<file path="config.mk">
export PLATFORM = sky130hd
export DESIGN_NAME = two_wire_slave_transmitter
export DESIGN_NICKNAME = d
export VERILOG_FILES = /design/src/two_wire_slave_pkg.sv /design/src/two_wire_slave_transmitter.sv
export SDC_FILE = /design/constraint.sdc
export NUM_CORES = 1
export LEC_CHECK = 0
export ABC_AREA = 1
export BUFFER_PORTS_ARGS = -buffer_cell sky130_fd_sc_hd__buf_2
export CORE_MARGIN = 8
export CORE_UTILIZATION = 40
export CTS_CLUSTER_DIAMETER = 50
export CTS_CLUSTER_SIZE = 8
export DETAILED_ROUTE_END_ITERATION = 8
export SYNTH_ARGS = -nofsm -noshare
export SYNTH_HDL_FRONTEND = slang
export SYNTH_SLANG_ARGS = --single-unit
</file>
<file path="constraint.sdc">
create_clock -name CLOCK -period 2.2 [get_ports CLOCK]
set_input_delay 0.44 -clock CLOCK [delete_from_list [all_inputs] [get_ports CLOCK]]
set_output_delay 0.44 -clock CLOCK [all_outputs]
set_load 0.01 [all_outputs]
</file>
<file path="src/two_wire_slave_pkg.sv">
`default_nettype none
package two_wire_slave_pkg;

    // Register word indices on the Avalon bus (byte address = index * 4)
    localparam logic [2:0] IDX_OWN_ADDR = 3'h0;
    localparam logic [2:0] IDX_CONTROL = 3'h1;
    localparam logic [2:0] IDX_STATUS = 3'h2;
    localparam logic [2:0] IDX_DATA = 3'h3;
    localparam logic [2:0] IDX_SLEEP = 3'h4;

    // serial_control bit positions
    localparam int CTRL_IRQ_FLAG = 7;
    localparam int CTRL_ACK_ENABLE = 6;
    localparam int CTRL_START_REQ = 5;
    localparam int CTRL_STOP_REQ = 4;
    localparam int CTRL_WRITE_COLL = 3;
    localparam int CTRL_IFACE_EN = 2;
    localparam int CTRL_IRQ_EN = 0;

    // own_slave_address layout
    localparam int OWN_GCE_BIT = 0;
    localparam logic [6:0] GENERAL_CALL_ADDR = 7'h00;

    // Status codes, prescaler bits zero
    localparam logic [7:0] ST_OWN_READ = 8'ha8;
    localparam logic [7:0] ST_ARB_READ = 8'hb0;
    localparam logic [7:0] ST_DATA_ACK = 8'hb8;
    localparam logic [7:0] ST_DATA_NACK = 8'hc0;
    localparam logic [7:0] ST_LAST_ACK = 8'hc8;
    localparam logic [7:0] ST_NO_INFO = 8'hf8;
    localparam logic [7:0] STATUS_CODE_MASK = 8'hf8;
    localparam logic [7:0] STATUS_PRESCALE_MASK = 8'h03;

    localparam logic [7:0] RESET_BYTE = 8'h00;
    localparam logic [2:0] LAST_BIT = 3'h7;
    localparam int MSB_BIT = 7;

    typedef enum logic [2:0] {
        LINK_IDLE,
        LINK_ADDR,
        LINK_ADDR_ACK,
        LINK_WAIT,
        LINK_TX,
        LINK_TX_ACK,
        LINK_TX_ACK_END,
        LINK_IGNORE
    } link_state_type;

    typedef struct packed {
        logic read;
        logic write;
        logic [2:0] address;
        logic [31:0] writedata;
        logic [3:0] byteenable;
    } avalon_req_type;

endpackage : two_wire_slave_pkg
`default_nettype wire

</file>
<file path="src/two_wire_slave_transmitter.sv">
// Notes on behaviour
// - Answer as slave only to the seven-bit address in own address bits 7:1.
// - With general call enable set, also answer address zero, else ignore.
// - Address match with read bit enters slave transmit, else slave receive; here a write-bit address is ignored (LINK_IGNORE).
// - Own address read acknowledged: set flag, report status A8.
// - Arbitration lost then addressed for read: ack, flag, status B0.
// - Data byte sent and acknowledged: set flag, report status B8.
// - Flag cleared with ack enable one: send byte, expect acknowledge.
// - Flag cleared with ack enable zero: send final byte, expect NACK.
// - Master does not acknowledge a byte: set flag, report status C0.
// - Master acknowledges the final byte: set flag, report status C8.
// - After final byte go unaddressed, ignore master, release the data line.
// - Clearing flag in C0 or C8: ack enable selects address recognition.
// - Start request set on that clear: issue START once the bus is free.
// - Ack enable zero: ignore own address, keep watching, resume when set.
// - In deep sleep with ack enabled: recognise address, wake, hold clock.
// - After wake the clock stays low until software clears the flag.
// - After wake the data register need not hold the last bus byte.
// - Status reads F8 whenever the interrupt flag is clear.
//
// Chosen here: register access over Avalon-MM and the placing of the registers.
`timescale 1ns/1ps
`default_nettype none
module two_wire_slave_transmitter (
    input wire logic CLOCK,
    input wire logic RST_B,
    input wire two_wire_slave_pkg::avalon_req_type AVS_REQ,
    output logic [31:0] AVS_READDATA,
    output logic AVS_WAITREQUEST,
    input wire logic SCL_IN,
    output logic SCL_OUT,
    output logic SCL_OE,
    input wire logic SDA_IN,
    output logic SDA_OUT,
    output logic SDA_OE,
    input wire logic ARB_LOST,
    output logic START_ISSUE,
    output logic WAKE_REQUEST
);
    import two_wire_slave_pkg::*;

    typedef struct packed {
        logic [7:0] own_addr;
        logic irq_flag;
        logic ack_enable;
        logic start_request;
        logic stop_request;
        logic write_collision;
        logic iface_enable;
        logic irq_enable;
        logic [7:0] prescale;
        logic [7:0] data;
        logic deep_sleep;
        logic [7:0] code;
        link_state_type state;
        logic [7:0] shift;
        logic [2:0] cnt;
        logic last;
        logic acking;
        logic ack_seen;
        logic scl_oe;
        logic sda_oe;
        logic line_level;
        logic busy;
        logic start_pending;
        logic start_issue;
        logic wake;
        logic scl_s1;
        logic scl_s2;
        logic scl_prev;
        logic sda_s1;
        logic sda_s2;
        logic sda_prev;
        logic waitreq;
        logic [31:0] readdata;
    } state_type;

    state_type s;
    state_type next_s;

    logic scl_rise;
    logic scl_fall;
    logic start_cond;
    logic stop_cond;

    function automatic logic addr_match(input logic [6:0] addr,
                                        input logic [7:0] own,
                                        input logic ack_en);
        logic own_hit;
        logic gc_hit;
        own_hit = (addr == own[7:1]);
        gc_hit = (addr == GENERAL_CALL_ADDR) && own[OWN_GCE_BIT];
        addr_match = ack_en && (own_hit || gc_hit);
    endfunction : addr_match

    function automatic logic [7:0] control_view(input state_type r);
        logic [7:0] v;
        v = RESET_BYTE;
        v[CTRL_IRQ_FLAG] = r.irq_flag;
        v[CTRL_ACK_ENABLE] = r.ack_enable;
        v[CTRL_START_REQ] = r.start_request;
        v[CTRL_STOP_REQ] = r.stop_request;
        v[CTRL_WRITE_COLL] = r.write_collision;
        v[CTRL_IFACE_EN] = r.iface_enable;
        v[CTRL_IRQ_EN] = r.irq_enable;
        control_view = v;
    endfunction : control_view

    function automatic logic [7:0] status_view(input state_type r);
        logic [7:0] c;
        c = r.irq_flag ? r.code : ST_NO_INFO;
        status_view = (c & STATUS_CODE_MASK) | r.prescale;
    endfunction : status_view

    function automatic logic [7:0] reg_read(input state_type r,
                                            input logic [2:0] idx);
        case (idx)
            IDX_OWN_ADDR: reg_read = r.own_addr;
            IDX_CONTROL: reg_read = control_view(r);
            IDX_STATUS: reg_read = status_view(r);
            IDX_DATA: reg_read = r.data;
            IDX_SLEEP: reg_read = {7'h00, r.deep_sleep};
            default: reg_read = RESET_BYTE;
        endcase
    endfunction : reg_read

    // Edges come from the second synchroniser stage and its delayed copy only
    assign scl_rise = s.scl_s2 & ~s.scl_prev;
    assign scl_fall = ~s.scl_s2 & s.scl_prev;
    assign start_cond = s.scl_s2 & s.scl_prev & ~s.sda_s2 & s.sda_prev;
    assign stop_cond = s.scl_s2 & s.scl_prev & s.sda_s2 & ~s.sda_prev;

    always_comb begin
        next_s = s;
        next_s.start_issue = 1'b0;
        next_s.wake = 1'b0;
        next_s.scl_s1 = SCL_IN;
        next_s.scl_s2 = s.scl_s1;
        next_s.scl_prev = s.scl_s2;
        next_s.sda_s1 = SDA_IN;
        next_s.sda_s2 = s.sda_s1;
        next_s.sda_prev = s.sda_s2;

        // Bus slave: one wait cycle, then complete at the edge with wait low
        next_s.waitreq = 1'b1;
        if (AVS_REQ.read || AVS_REQ.write) begin
            if (s.waitreq) begin
                next_s.waitreq = 1'b0;
                next_s.readdata = {24'h000000, reg_read(s, AVS_REQ.address)};
            end else if (AVS_REQ.write && AVS_REQ.byteenable[0]) begin
                case (AVS_REQ.address)
                    IDX_OWN_ADDR: next_s.own_addr = AVS_REQ.writedata[7:0];
                    IDX_CONTROL: begin
                        next_s.ack_enable = AVS_REQ.writedata[CTRL_ACK_ENABLE];
                        next_s.start_request = AVS_REQ.writedata[CTRL_START_REQ];
                        next_s.stop_request = AVS_REQ.writedata[CTRL_STOP_REQ];
                        next_s.iface_enable = AVS_REQ.writedata[CTRL_IFACE_EN];
                        next_s.irq_enable = AVS_REQ.writedata[CTRL_IRQ_EN];
                        // Write one clears the flag; hardware sets below win
                        if (AVS_REQ.writedata[CTRL_IRQ_FLAG]) begin
                            next_s.irq_flag = 1'b0;
                        end
                    end
                    IDX_STATUS: next_s.prescale =
                        AVS_REQ.writedata[7:0] & STATUS_PRESCALE_MASK;
                    IDX_DATA: begin
                        // Data is only writable while the link is stalled
                        if (s.irq_flag) begin
                            next_s.data = AVS_REQ.writedata[7:0];
                            next_s.write_collision = 1'b0;
                        end else begin
                            next_s.write_collision = 1'b1;
                        end
                    end
                    IDX_SLEEP: next_s.deep_sleep = AVS_REQ.writedata[0];
                    default: ;
                endcase
            end
        end

        if (s.start_pending && !s.busy) begin
            next_s.start_issue = 1'b1;
            next_s.start_pending = 1'b0;
        end

        if (!s.iface_enable) begin
            next_s.state = LINK_IDLE;
            next_s.scl_oe = 1'b0;
            next_s.sda_oe = 1'b0;
            next_s.busy = 1'b0;
        end else if (start_cond) begin
            // Bus keeps being watched even with acknowledge disabled
            next_s.busy = 1'b1;
            next_s.state = LINK_ADDR;
            next_s.cnt = 3'h0;
            next_s.sda_oe = 1'b0;
        end else if (stop_cond) begin
            next_s.busy = 1'b0;
            next_s.state = LINK_IDLE;
            next_s.sda_oe = 1'b0;
        end else begin
            case (s.state)
                LINK_IDLE: ;
                LINK_IGNORE: next_s.sda_oe = 1'b0;
                LINK_ADDR: begin
                    if (scl_rise) begin
                        next_s.shift = {s.shift[6:0], s.sda_s2};
                        next_s.cnt = s.cnt + 3'h1;
                        if (s.cnt == LAST_BIT) begin
                            // Write direction belongs to the receiver side
                            if (addr_match(s.shift[6:0], s.own_addr,
                                           s.ack_enable) && s.sda_s2) begin
                                next_s.state = LINK_ADDR_ACK;
                                next_s.acking = 1'b0;
                            end else begin
                                next_s.state = LINK_IGNORE;
                            end
                        end
                    end
                end
                LINK_ADDR_ACK: begin
                    if (scl_fall) begin
                        if (!s.acking) begin
                            next_s.acking = 1'b1;
                            next_s.sda_oe = 1'b1;
                        end else begin
                            next_s.sda_oe = 1'b0;
                            next_s.irq_flag = 1'b1;
                            next_s.code = ARB_LOST ? ST_ARB_READ
                                                   : ST_OWN_READ;
                            next_s.scl_oe = 1'b1;
                            next_s.state = LINK_WAIT;
                            if (s.deep_sleep) begin
                                // Clock held across wake-up; data left as is
                                next_s.wake = 1'b1;
                                next_s.deep_sleep = 1'b0;
                            end
                        end
                    end
                end
                LINK_WAIT: begin
                    if (!s.irq_flag) begin
                        next_s.scl_oe = 1'b0;
                        if (s.code == ST_DATA_NACK
                            || s.code == ST_LAST_ACK) begin
                            // Recognition follows ack_enable at the next START
                            next_s.state = LINK_IGNORE;
                            if (s.start_request) begin
                                next_s.start_pending = 1'b1;
                            end
                        end else begin
                            next_s.shift = s.data;
                            next_s.last = !s.ack_enable;
                            next_s.cnt = 3'h0;
                            next_s.sda_oe = !s.data[MSB_BIT];
                            next_s.state = LINK_TX;
                        end
                    end
                end
                LINK_TX: begin
                    if (scl_fall) begin
                        if (s.cnt == LAST_BIT) begin
                            next_s.sda_oe = 1'b0;
                            next_s.state = LINK_TX_ACK;
                        end else begin
                            next_s.cnt = s.cnt + 3'h1;
                            next_s.shift = {s.shift[6:0], 1'b0};
                            next_s.sda_oe = !s.shift[MSB_BIT - 1];
                        end
                    end
                end
                LINK_TX_ACK: begin
                    if (scl_rise) begin
                        next_s.ack_seen = !s.sda_s2;
                        next_s.state = LINK_TX_ACK_END;
                    end
                end
                LINK_TX_ACK_END: begin
                    if (scl_fall) begin
                        next_s.irq_flag = 1'b1;
                        next_s.scl_oe = 1'b1;
                        next_s.state = LINK_WAIT;
                        if (!s.ack_seen) begin
                            next_s.code = ST_DATA_NACK;
                        end else if (s.last) begin
                            next_s.code = ST_LAST_ACK;
                        end else begin
                            next_s.code = ST_DATA_ACK;
                        end
                    end
                end
                default: next_s.state = LINK_IDLE;
            endcase
        end
    end

    always_ff @(posedge CLOCK or negedge RST_B) begin
        if (!RST_B) begin
            s <= '{own_addr: RESET_BYTE, code: ST_NO_INFO,
                   prescale: RESET_BYTE, data: RESET_BYTE,
                   shift: RESET_BYTE, state: LINK_IDLE, cnt: 3'h0,
                   scl_s1: 1'b1, scl_s2: 1'b1, scl_prev: 1'b1,
                   sda_s1: 1'b1, sda_s2: 1'b1, sda_prev: 1'b1,
                   waitreq: 1'b1, readdata: 32'h00000000,
                   default: 1'b0};
        end else begin
            s <= next_s;
        end
    end

    assign AVS_READDATA = s.readdata;
    assign AVS_WAITREQUEST = s.waitreq;
    assign SCL_OUT = s.line_level;
    assign SDA_OUT = s.line_level;
    assign SCL_OE = s.scl_oe;
    assign SDA_OE = s.sda_oe;
    assign START_ISSUE = s.start_issue;
    assign WAKE_REQUEST = s.wake;
endmodule : two_wire_slave_transmitter
`default_nettype wire

</file>
* Yosys cells after proc, flatten, opt, wreduce, memory -nomap -nowiden
Index checks and enable logic that the tools add are counted.
** Cells by class
- Reductions and logical operators :: 34
- Multiplexer cells :: 91
- Bitwise gates (word level) :: 17
- Eq/ne operators :: 51
- $add $sub $neg :: 1
** Operators by type and width (count)
- two-way mux 24 bit :: 3
- two-way mux 33 bit :: 2
- inequality test 5 bit, second input constant :: 10
- two-way mux 1 bit :: 44
- one-hot mux 8 bit (5 select lines) :: 1
- two-way mux 12 bit :: 3
- one-hot mux 10 bit (3 select lines) :: 1
- two-way mux 14 bit :: 2
- two-way mux 9 bit :: 3
- inequality test 3 bit, second input constant :: 9
- inequality test 2 bit, second input constant :: 13
- two-way mux 3 bit :: 8
- two-way mux 8 bit :: 3
- two-way mux 11 bit :: 2
- two-way mux 7 bit :: 3
- == test 3 bit, second input constant :: 6
- one-hot mux 3 bit (6 select lines) :: 1
- == test 8 bit, second input constant :: 2
- one-hot mux 8 bit (2 select lines) :: 1
- AND reduction 4 bit :: 4
- AND reduction 8 bit :: 2
- two-way mux 15 bit :: 1
- AND reduction 5 bit :: 3
- two-way mux 2 bit :: 7
- 29 further kinds :: 60
** Storage, ports and cells
- Flip-flop bits (word level) :: 71
- Input bits :: 46
- Word-level logic and storage cells :: 226
- Output and inout port bits :: 39

* Depth between registers and ports, before layout
- Depth in word-level cells :: 12
- Depth in mapped cells :: 12
- Mapped depth without buffers :: 12

* Worst setup path before layout
No wires, ideal clock.
- Kind :: flip-flop to flip-flop
- Start point :: reg s, in the netlist next_s[36]
- End point :: reg s[58] (netlist name)
- Path slack :: 0.667 ns
- Stages on the path, launching flop included :: 11
- Arrival :: 1.415 ns
- Data required time :: 2.082 ns
- Clock period less this slack :: 1.533 ns
- Path through :: dfstp_2 nand2_1 nor3_1 inv_1 nand2_1 nor2_1 inv_1 nor2_8 buf_12 nand2_2 o21ai_2
** On the way
- Longest elaborated chain between the ends :: 5
- Elaborated cells on any way between the ends :: 13
- Those cells by class :: eq/ne (2); bitwise (10); reduce/logical (1)
** RTL lines
- from (decl) :: RTL line two_wire_slave_transmitter.sv:78 : state_type s;
- from (signal assigned) :: RTL line two_wire_slave_transmitter.sv:299 : s <= '{own_addr: RESET_BYTE, code: ST_NO_INFO,
- from (signal assigned) :: RTL line two_wire_slave_transmitter.sv:307 : s <= next_s;
- bitwise AND 1 bit :: RTL line two_wire_slave_transmitter.sv:130, two_wire_slave_transmitter.sv:131
- bitwise AND 1 bit, on equally long branches (2 in a row) :: RTL line two_wire_slave_transmitter.sv:131, two_wire_slave_transmitter.sv:130
- NOT 1 bit (no line)
- AND reduction 9 bit (no line) *
Mark *: on every way between the ends. The rest lies on a longest branch, timed or not.
A chain may end at the register's enable or synchronous reset.

* Worst setup path in the final report
- Start point :: reg s, in the netlist next_s[33]
- End point :: reg s[60] (netlist name)
** On the way
- Longest elaborated chain between the ends :: 8
- Elaborated cells on any way between the ends :: 24
- Those cells by class :: eq/ne (10); mux (7); bitwise (5); reduce/logical (2)
** RTL lines
- logical AND 1 bit :: RTL line two_wire_slave_transmitter.sv:212 : s.ack_enable) && s.sda_s2) begin
- two-way mux 3 bit :: RTL line two_wire_slave_transmitter.sv:211 : if (addr_match(s.shift[6:0], s.own_addr,
- two-way mux 3 bit :: RTL line two_wire_slave_transmitter.sv:209 : if (s.cnt == LAST_BIT) begin
- two-way mux 14 bit :: RTL line two_wire_slave_transmitter.sv:206 : if (scl_rise) begin
- one-hot mux 3 bit (6 select lines) :: RTL line two_wire_slave_transmitter.sv:202 : case (s.state)
- two-way mux 3 bit :: RTL line two_wire_slave_transmitter.sv:197 : end else if (stop_cond) begin
- two-way mux 3 bit :: RTL line two_wire_slave_transmitter.sv:191 : end else if (start_cond) begin
- two-way mux 3 bit :: RTL line two_wire_slave_transmitter.sv:186 : if (!s.iface_enable) begin
Several ways; a longest one is shown, not always the timed one. The select of a mux whose other input is x is not followed.

==> impl_metrics.prom <==
# TYPE chip_impl_metric gauge
chip_impl_metric{name="cts.repair.resized",unit=""} 0
chip_impl_metric{name="start_util",unit=""} 0.410
chip_impl_info{name="worst_setup_path_end_kind",value="flop"} 1
chip_impl_metric{name="post_drt_wl_per_cell",unit="microns"} 14.2
chip_impl_metric{name="coreArea",unit="sq mm"} 0.00920
chip_impl_metric{name="whs",unit="ps"} 25.1
chip_impl_metric{name="clkSlewWorstSetupHoldPaths",unit="ps"} 80
chip_impl_metric{name="clock_sinks",unit=""} 68
chip_impl_info{name="tritoncts",value="yes"} 1
chip_impl_info{name="worst_setup_path_endpoint",value="s[60]"} 1
chip_impl_metric{name="pin_count",unit=""} 85
chip_impl_info{name="root_buffer",value="sky130_fd_sc_hd__clkbuf_8"} 1
chip_impl_metric{name="synthToLayoutAreaGrowth",unit="%"} 9.39
chip_impl_metric{name="groute.usage.overall",unit=""} 0.147
chip_impl_metric{name="vias_in_the_first_global_route",unit=""} 3032
chip_impl_metric{name="grt.overflow.total",unit=""} 0
chip_impl_metric{name="maxCapViolCount",unit=""} 0
chip_impl_metric{name="synth.ff_latch_count",unit=""} 68
chip_impl_metric{name="place.port_buffers",unit=""} 31
chip_impl_metric{name="reg2reg_slack",unit="ps"} 460
chip_impl_metric{name="timing.final.max_slew_violations",unit=""} 0
chip_impl_info{name="timing.critical_path.max_delay_family",value="simple AND/OR/NAND/NOR gates"} 1
chip_impl_metric{name="hold_viol_final",unit=""} 0
chip_impl_info{name="worstPathCellList",value="inv_1 -> nor3_2 -> nor2_1 -> buf_4 -> nand2_2 -> inv_2 -> nor2_1 -> nand2_1 -> nand2_1"} 1
chip_impl_metric{name="die_y",unit="microns"} 113
chip_impl_metric{name="switch_pwr",unit="uW"} 1390
chip_impl_metric{name="crit_path_max_fanout",unit=""} 9
chip_impl_metric{name="internal_power",unit="uW"} 2500
chip_impl_metric{name="cell_count_after_placement",unit=""} 606
chip_impl_metric{name="synthMuxAreaShare",unit=""} 0
chip_impl_metric{name="aggregate_negative_setup_slack",unit="ps"} 0
chip_impl_metric{name="fmax",unit="GHz"} 0.574
chip_impl_metric{name="die_w",unit="microns"} 113
chip_impl_metric{name="drt.antenna.violating_nets",unit=""} 0
chip_impl_metric{name="cts_setup_buffers",unit=""} 0
chip_impl_metric{name="dp_hpwl",unit="mm"} 6.73
chip_impl_metric{name="cp.depth",unit=""} 9
chip_impl_metric{name="timing.clock.skew",unit="ps"} 15.4
chip_impl_metric{name="maxSlewHeadroom",unit=""} 0.648
chip_impl_metric{name="cts_hold_buf",unit=""} 0
chip_impl_metric{name="rows",unit=""} 35
chip_impl_metric{name="clock_power_share",unit=""} 0.296
chip_impl_metric{name="pwr-share-seq",unit=""} 0.430
chip_impl_metric{name="timing.reg2reg.worst_path_depth",unit=""} 9
chip_impl_info{name="yosysTopAreaCell",value="sky130_fd_sc_hd__dfrtp_1"} 1
chip_impl_metric{name="drive_above_1_share",unit=""} 0.202
chip_impl_metric{name="ys_seq_area_frac",unit=""} 0.455
chip_impl_metric{name="synth_compound_gate_area_share",unit=""} 0.124
chip_impl_metric{name="globalplace.congestion",unit=""} 0.856
chip_impl_metric{name="clock_tree.htree_level_count",unit=""} 3
chip_impl_info{name="critical_path.startpoint",value="next_s[33]"} 1
chip_impl_metric{name="antenna_found_initial",unit=""} 0
chip_impl_info{name="worst_hold_path_class",value="primary input to async pin"} 1
chip_impl_metric{name="yosys.area_share.simple",unit=""} 0.269
chip_impl_metric{name="synthesis.area_per_instance",unit="sq um"} 7.94
chip_impl_metric{name="timing.critical_path.buf_inv",unit=""} 3
chip_impl_metric{name="worst-endpoint-arrival",unit="ps"} 2030
chip_impl_metric{name="period_minus_slack",unit="ps"} 1740
chip_impl_metric{name="drt_first_iter_violations",unit=""} 154
chip_impl_metric{name="grt_start_max_net_pins",unit=""} 52
chip_impl_metric{name="first_pass_iters",unit=""} 5
chip_impl_metric{name="synthXorXnorAreaFrac",unit=""} 0.00232
chip_impl_metric{name="min_period_over_period",unit=""} 0.792
chip_impl_metric{name="route.detailed.drc",unit=""} 0
chip_impl_info{name="rr_endpoint",value="s[60]"} 1
chip_impl_metric{name="power.share.switching",unit=""} 0.357
chip_impl_info{name="rsz_0062_raised_after_global_routing",value="no"} 1
chip_impl_metric{name="grt_first_pass_wirelength",unit="mm"} 15.1
chip_impl_info{name="critical_path.slowest_cell",value="sky130_fd_sc_hd__dfstp_2"} 1
chip_impl_metric{name="synth_edf_count",unit=""} 0
chip_impl_metric{name="max-clock-path-buffers",unit=""} 2
chip_impl_metric{name="finalWirelength",unit="mm"} 8.84
chip_impl_metric{name="minimum_setup_slack_in_the_final_design",unit="ps"} 457
chip_impl_metric{name="setup_viol",unit=""} 0
chip_impl_info{name="netlist_top_cells_area",value="sky130_fd_sc_hd__dfrtp_1 (37%), sky130_fd_sc_hd__nand2_1 (13%), sky130_fd_sc_hd__dfstp_2 (8.4%), sky130_fd_sc_hd__o21ai_0 (6.8%), sky130_fd_sc_hd__buf_4 (6.8%)"} 1
chip_impl_metric{name="finalNonFillerCells",unit=""} 622
chip_impl_metric{name="synth.cell_area",unit="sq mm"} 0.00377
chip_impl_metric{name="syn-instance-count",unit=""} 475
chip_impl_metric{name="vias",unit=""} 3023
chip_impl_metric{name="warnings_from_yosys",unit=""} 0
chip_impl_metric{name="tightest_slew",unit="ps"} 526
chip_impl_info{name="synth_top_family_by_area",value="simple AND/OR/NAND/NOR gates"} 1
chip_impl_metric{name="netlist-cell-type-count",unit=""} 40
chip_impl_metric{name="number_of_buffers_created_by_cts",unit=""} 9
chip_impl_metric{name="pwr-share-comb",unit=""} 0.274
chip_impl_metric{name="netlist.area_leader.share",unit=""} 0.372
chip_impl_metric{name="cp_data_required_time",unit="ps"} 2490
chip_impl_metric{name="post_synth_fa_ha_maj_area_fraction",unit=""} 0.00995
chip_impl_metric{name="detail_route.vias_per_cell",unit=""} 4.86
chip_impl_metric{name="final_standard_cell_utilization_of_the_core",unit=""} 0.449
chip_impl_metric{name="cellPowerDensity",unit="mW/mm^2"} 943
chip_impl_info{name="synthFlopType",value="sky130_fd_sc_hd__dfrtp_1"} 1
chip_impl_info{name="critPathLaunchType",value="flop"} 1
chip_impl_metric{name="p_leak",unit="uW"} 0.00214
chip_impl_metric{name="n_antenna_cell",unit=""} 0
chip_impl_info{name="worstSetupPathType",value="flop to flop"} 1
chip_impl_metric{name="total_die_area",unit="sq mm"} 0.0128
chip_impl_metric{name="synth_async_sr_flop_share",unit=""} 1.00
chip_impl_metric{name="clkLatencyLatePin",unit="ps"} 350
chip_impl_metric{name="peakVddDrop",unit="mV"} 0.413
chip_impl_metric{name="pre_cts_ws",unit="ps"} 392
chip_impl_metric{name="nets",unit=""} 555
chip_impl_info{name="worst_r2r_startpoint",value="next_s[33]"} 1
chip_impl_info{name="status",value="complete, no violations"} 1
chip_impl_metric{name="critPathMaxStageDelay",unit="ps"} 570
-- how the worst min path moves through the flow --
stage | end | slack [ps] | startpoint | depth (start not counted)
CTS | SCL_OE | 30 | RST_B | 1
floorplan | AVS_READDATA[0] | 140 | RST_B | 0
global route | SCL_OE | 50 | RST_B | 1
finish | s[61] | 30 | RST_B | 1
detailed placement | next_s[33] | 350 | next_s[34] | 0
global placement | next_s[36] | 350 | next_s[37] | 0
-- cell families after synthesis --
group                      count (synthesis)
AOI/OAI and AO/OA                         83
adders and majority gates                  3
buffers and inverters                     98
other                                      1
DFF                                       68
xor gates and xnor gates                   1
and+or+nand+nor                          221
-- stage by stage --
step                      cell area (sq um)  total power, uW
final                                  4130             3890
after global routing                   4130             4190
after floorplan                        3860             2520
after detailed placement               3900             2760
after global placement                 3900             2740
after CTS                              4130             3930
-- layer usage --
| metal | vias to the layer above | GRT usage | share of wire |
|---|---|---|---|
| met5 | - | 0 | 0 |
| met4 | 0 | 0.0417 | 0.011 |
| met3 | 10 | 0.0335 | 0.055 |
| met2 | 76 | 0.236 | 0.47 |
| met1 | 1402 | 0.194 | 0.46 |
| li1 | 1535 | - | - |
-- sequential cells by signal, indices dropped and copies added (netlist names) --
name	cells
AVS_READDATA	8
SCL_OE	1
next_s	4
START_ISSUE	1
s	51
AVS_WAITREQUEST	1
WAKE_REQUEST	1
SDA_OE	1
-- power by group through the flow --
stage | sequential (uW) | clock [uW] | combinational (uW)
6_report | 1670 | 1150 | 1060
5_1_grt | 1700 | 1250 | 1230
4_1_cts | 1670 | 1190 | 1080
3_5_place_dp | 1690 | 0 | 1070
3_3_place_gp | 1690 | 0 | 1060
2_1_floorplan | 1640 | 0 | 881
-- synth_stat cells (2+ instances only) --
library cell and instances:
sky130_fd_sc_hd__nor2_1 30, sky130_fd_sc_hd__nor3_2 3, sky130_fd_sc_hd__nand3_1 21, sky130_fd_sc_hd__nand4_1 4
sky130_fd_sc_hd__inv_1 48, sky130_fd_sc_hd__ha_1 3, sky130_fd_sc_hd__nand2_4 4, sky130_fd_sc_hd__nor2_2 3
sky130_fd_sc_hd__nand2_2 7, sky130_fd_sc_hd__dfrtp_1 56, sky130_fd_sc_hd__dfstp_2 12, sky130_fd_sc_hd__nand2_1 134
sky130_fd_sc_hd__inv_2 9, sky130_fd_sc_hd__a221oi_1 2, sky130_fd_sc_hd__a21oi_1 8, sky130_fd_sc_hd__o31ai_1 2
sky130_fd_sc_hd__buf_4 34, sky130_fd_sc_hd__nor3_1 7, sky130_fd_sc_hd__o21ai_0 51, sky130_fd_sc_hd__clkbuf_1 4
sky130_fd_sc_hd__o22ai_1 3, sky130_fd_sc_hd__o21ai_1 6, sky130_fd_sc_hd__o21ai_2 7
-- cell usage in the layout (no fill, tap or decap), types with 6 or more instances in the layout --
cell                       instances
sky130_fd_sc_hd__inv_1            48
sky130_fd_sc_hd__nor2_1           30
sky130_fd_sc_hd__dfstp_2          12
sky130_fd_sc_hd__conb_1           26
sky130_fd_sc_hd__nand3_1          21
sky130_fd_sc_hd__nand2_2           7
sky130_fd_sc_hd__a21oi_1           8
sky130_fd_sc_hd__clkbuf_8          9
sky130_fd_sc_hd__nand2_1         134
sky130_fd_sc_hd__buf_2            31
sky130_fd_sc_hd__o21ai_0          51
sky130_fd_sc_hd__o21ai_2           7
sky130_fd_sc_hd__o21ai_1           6
sky130_fd_sc_hd__inv_2             9
sky130_fd_sc_hd__nor3_1            7
sky130_fd_sc_hd__dfrtp_1          56
-- area by class of cell --
class | instances | area, sq um
repair buffers | 36 | 205
fillers | 935 | 5070
flip-flops and latches | 68 | 1720
clock buffers | 9 | 124
clock inverters | 7 | 98.8
inverters | 57 | 214
well taps | 111 | 139
multi-input cells | 334 | 1630
Power figures use the tool's default switching activity.
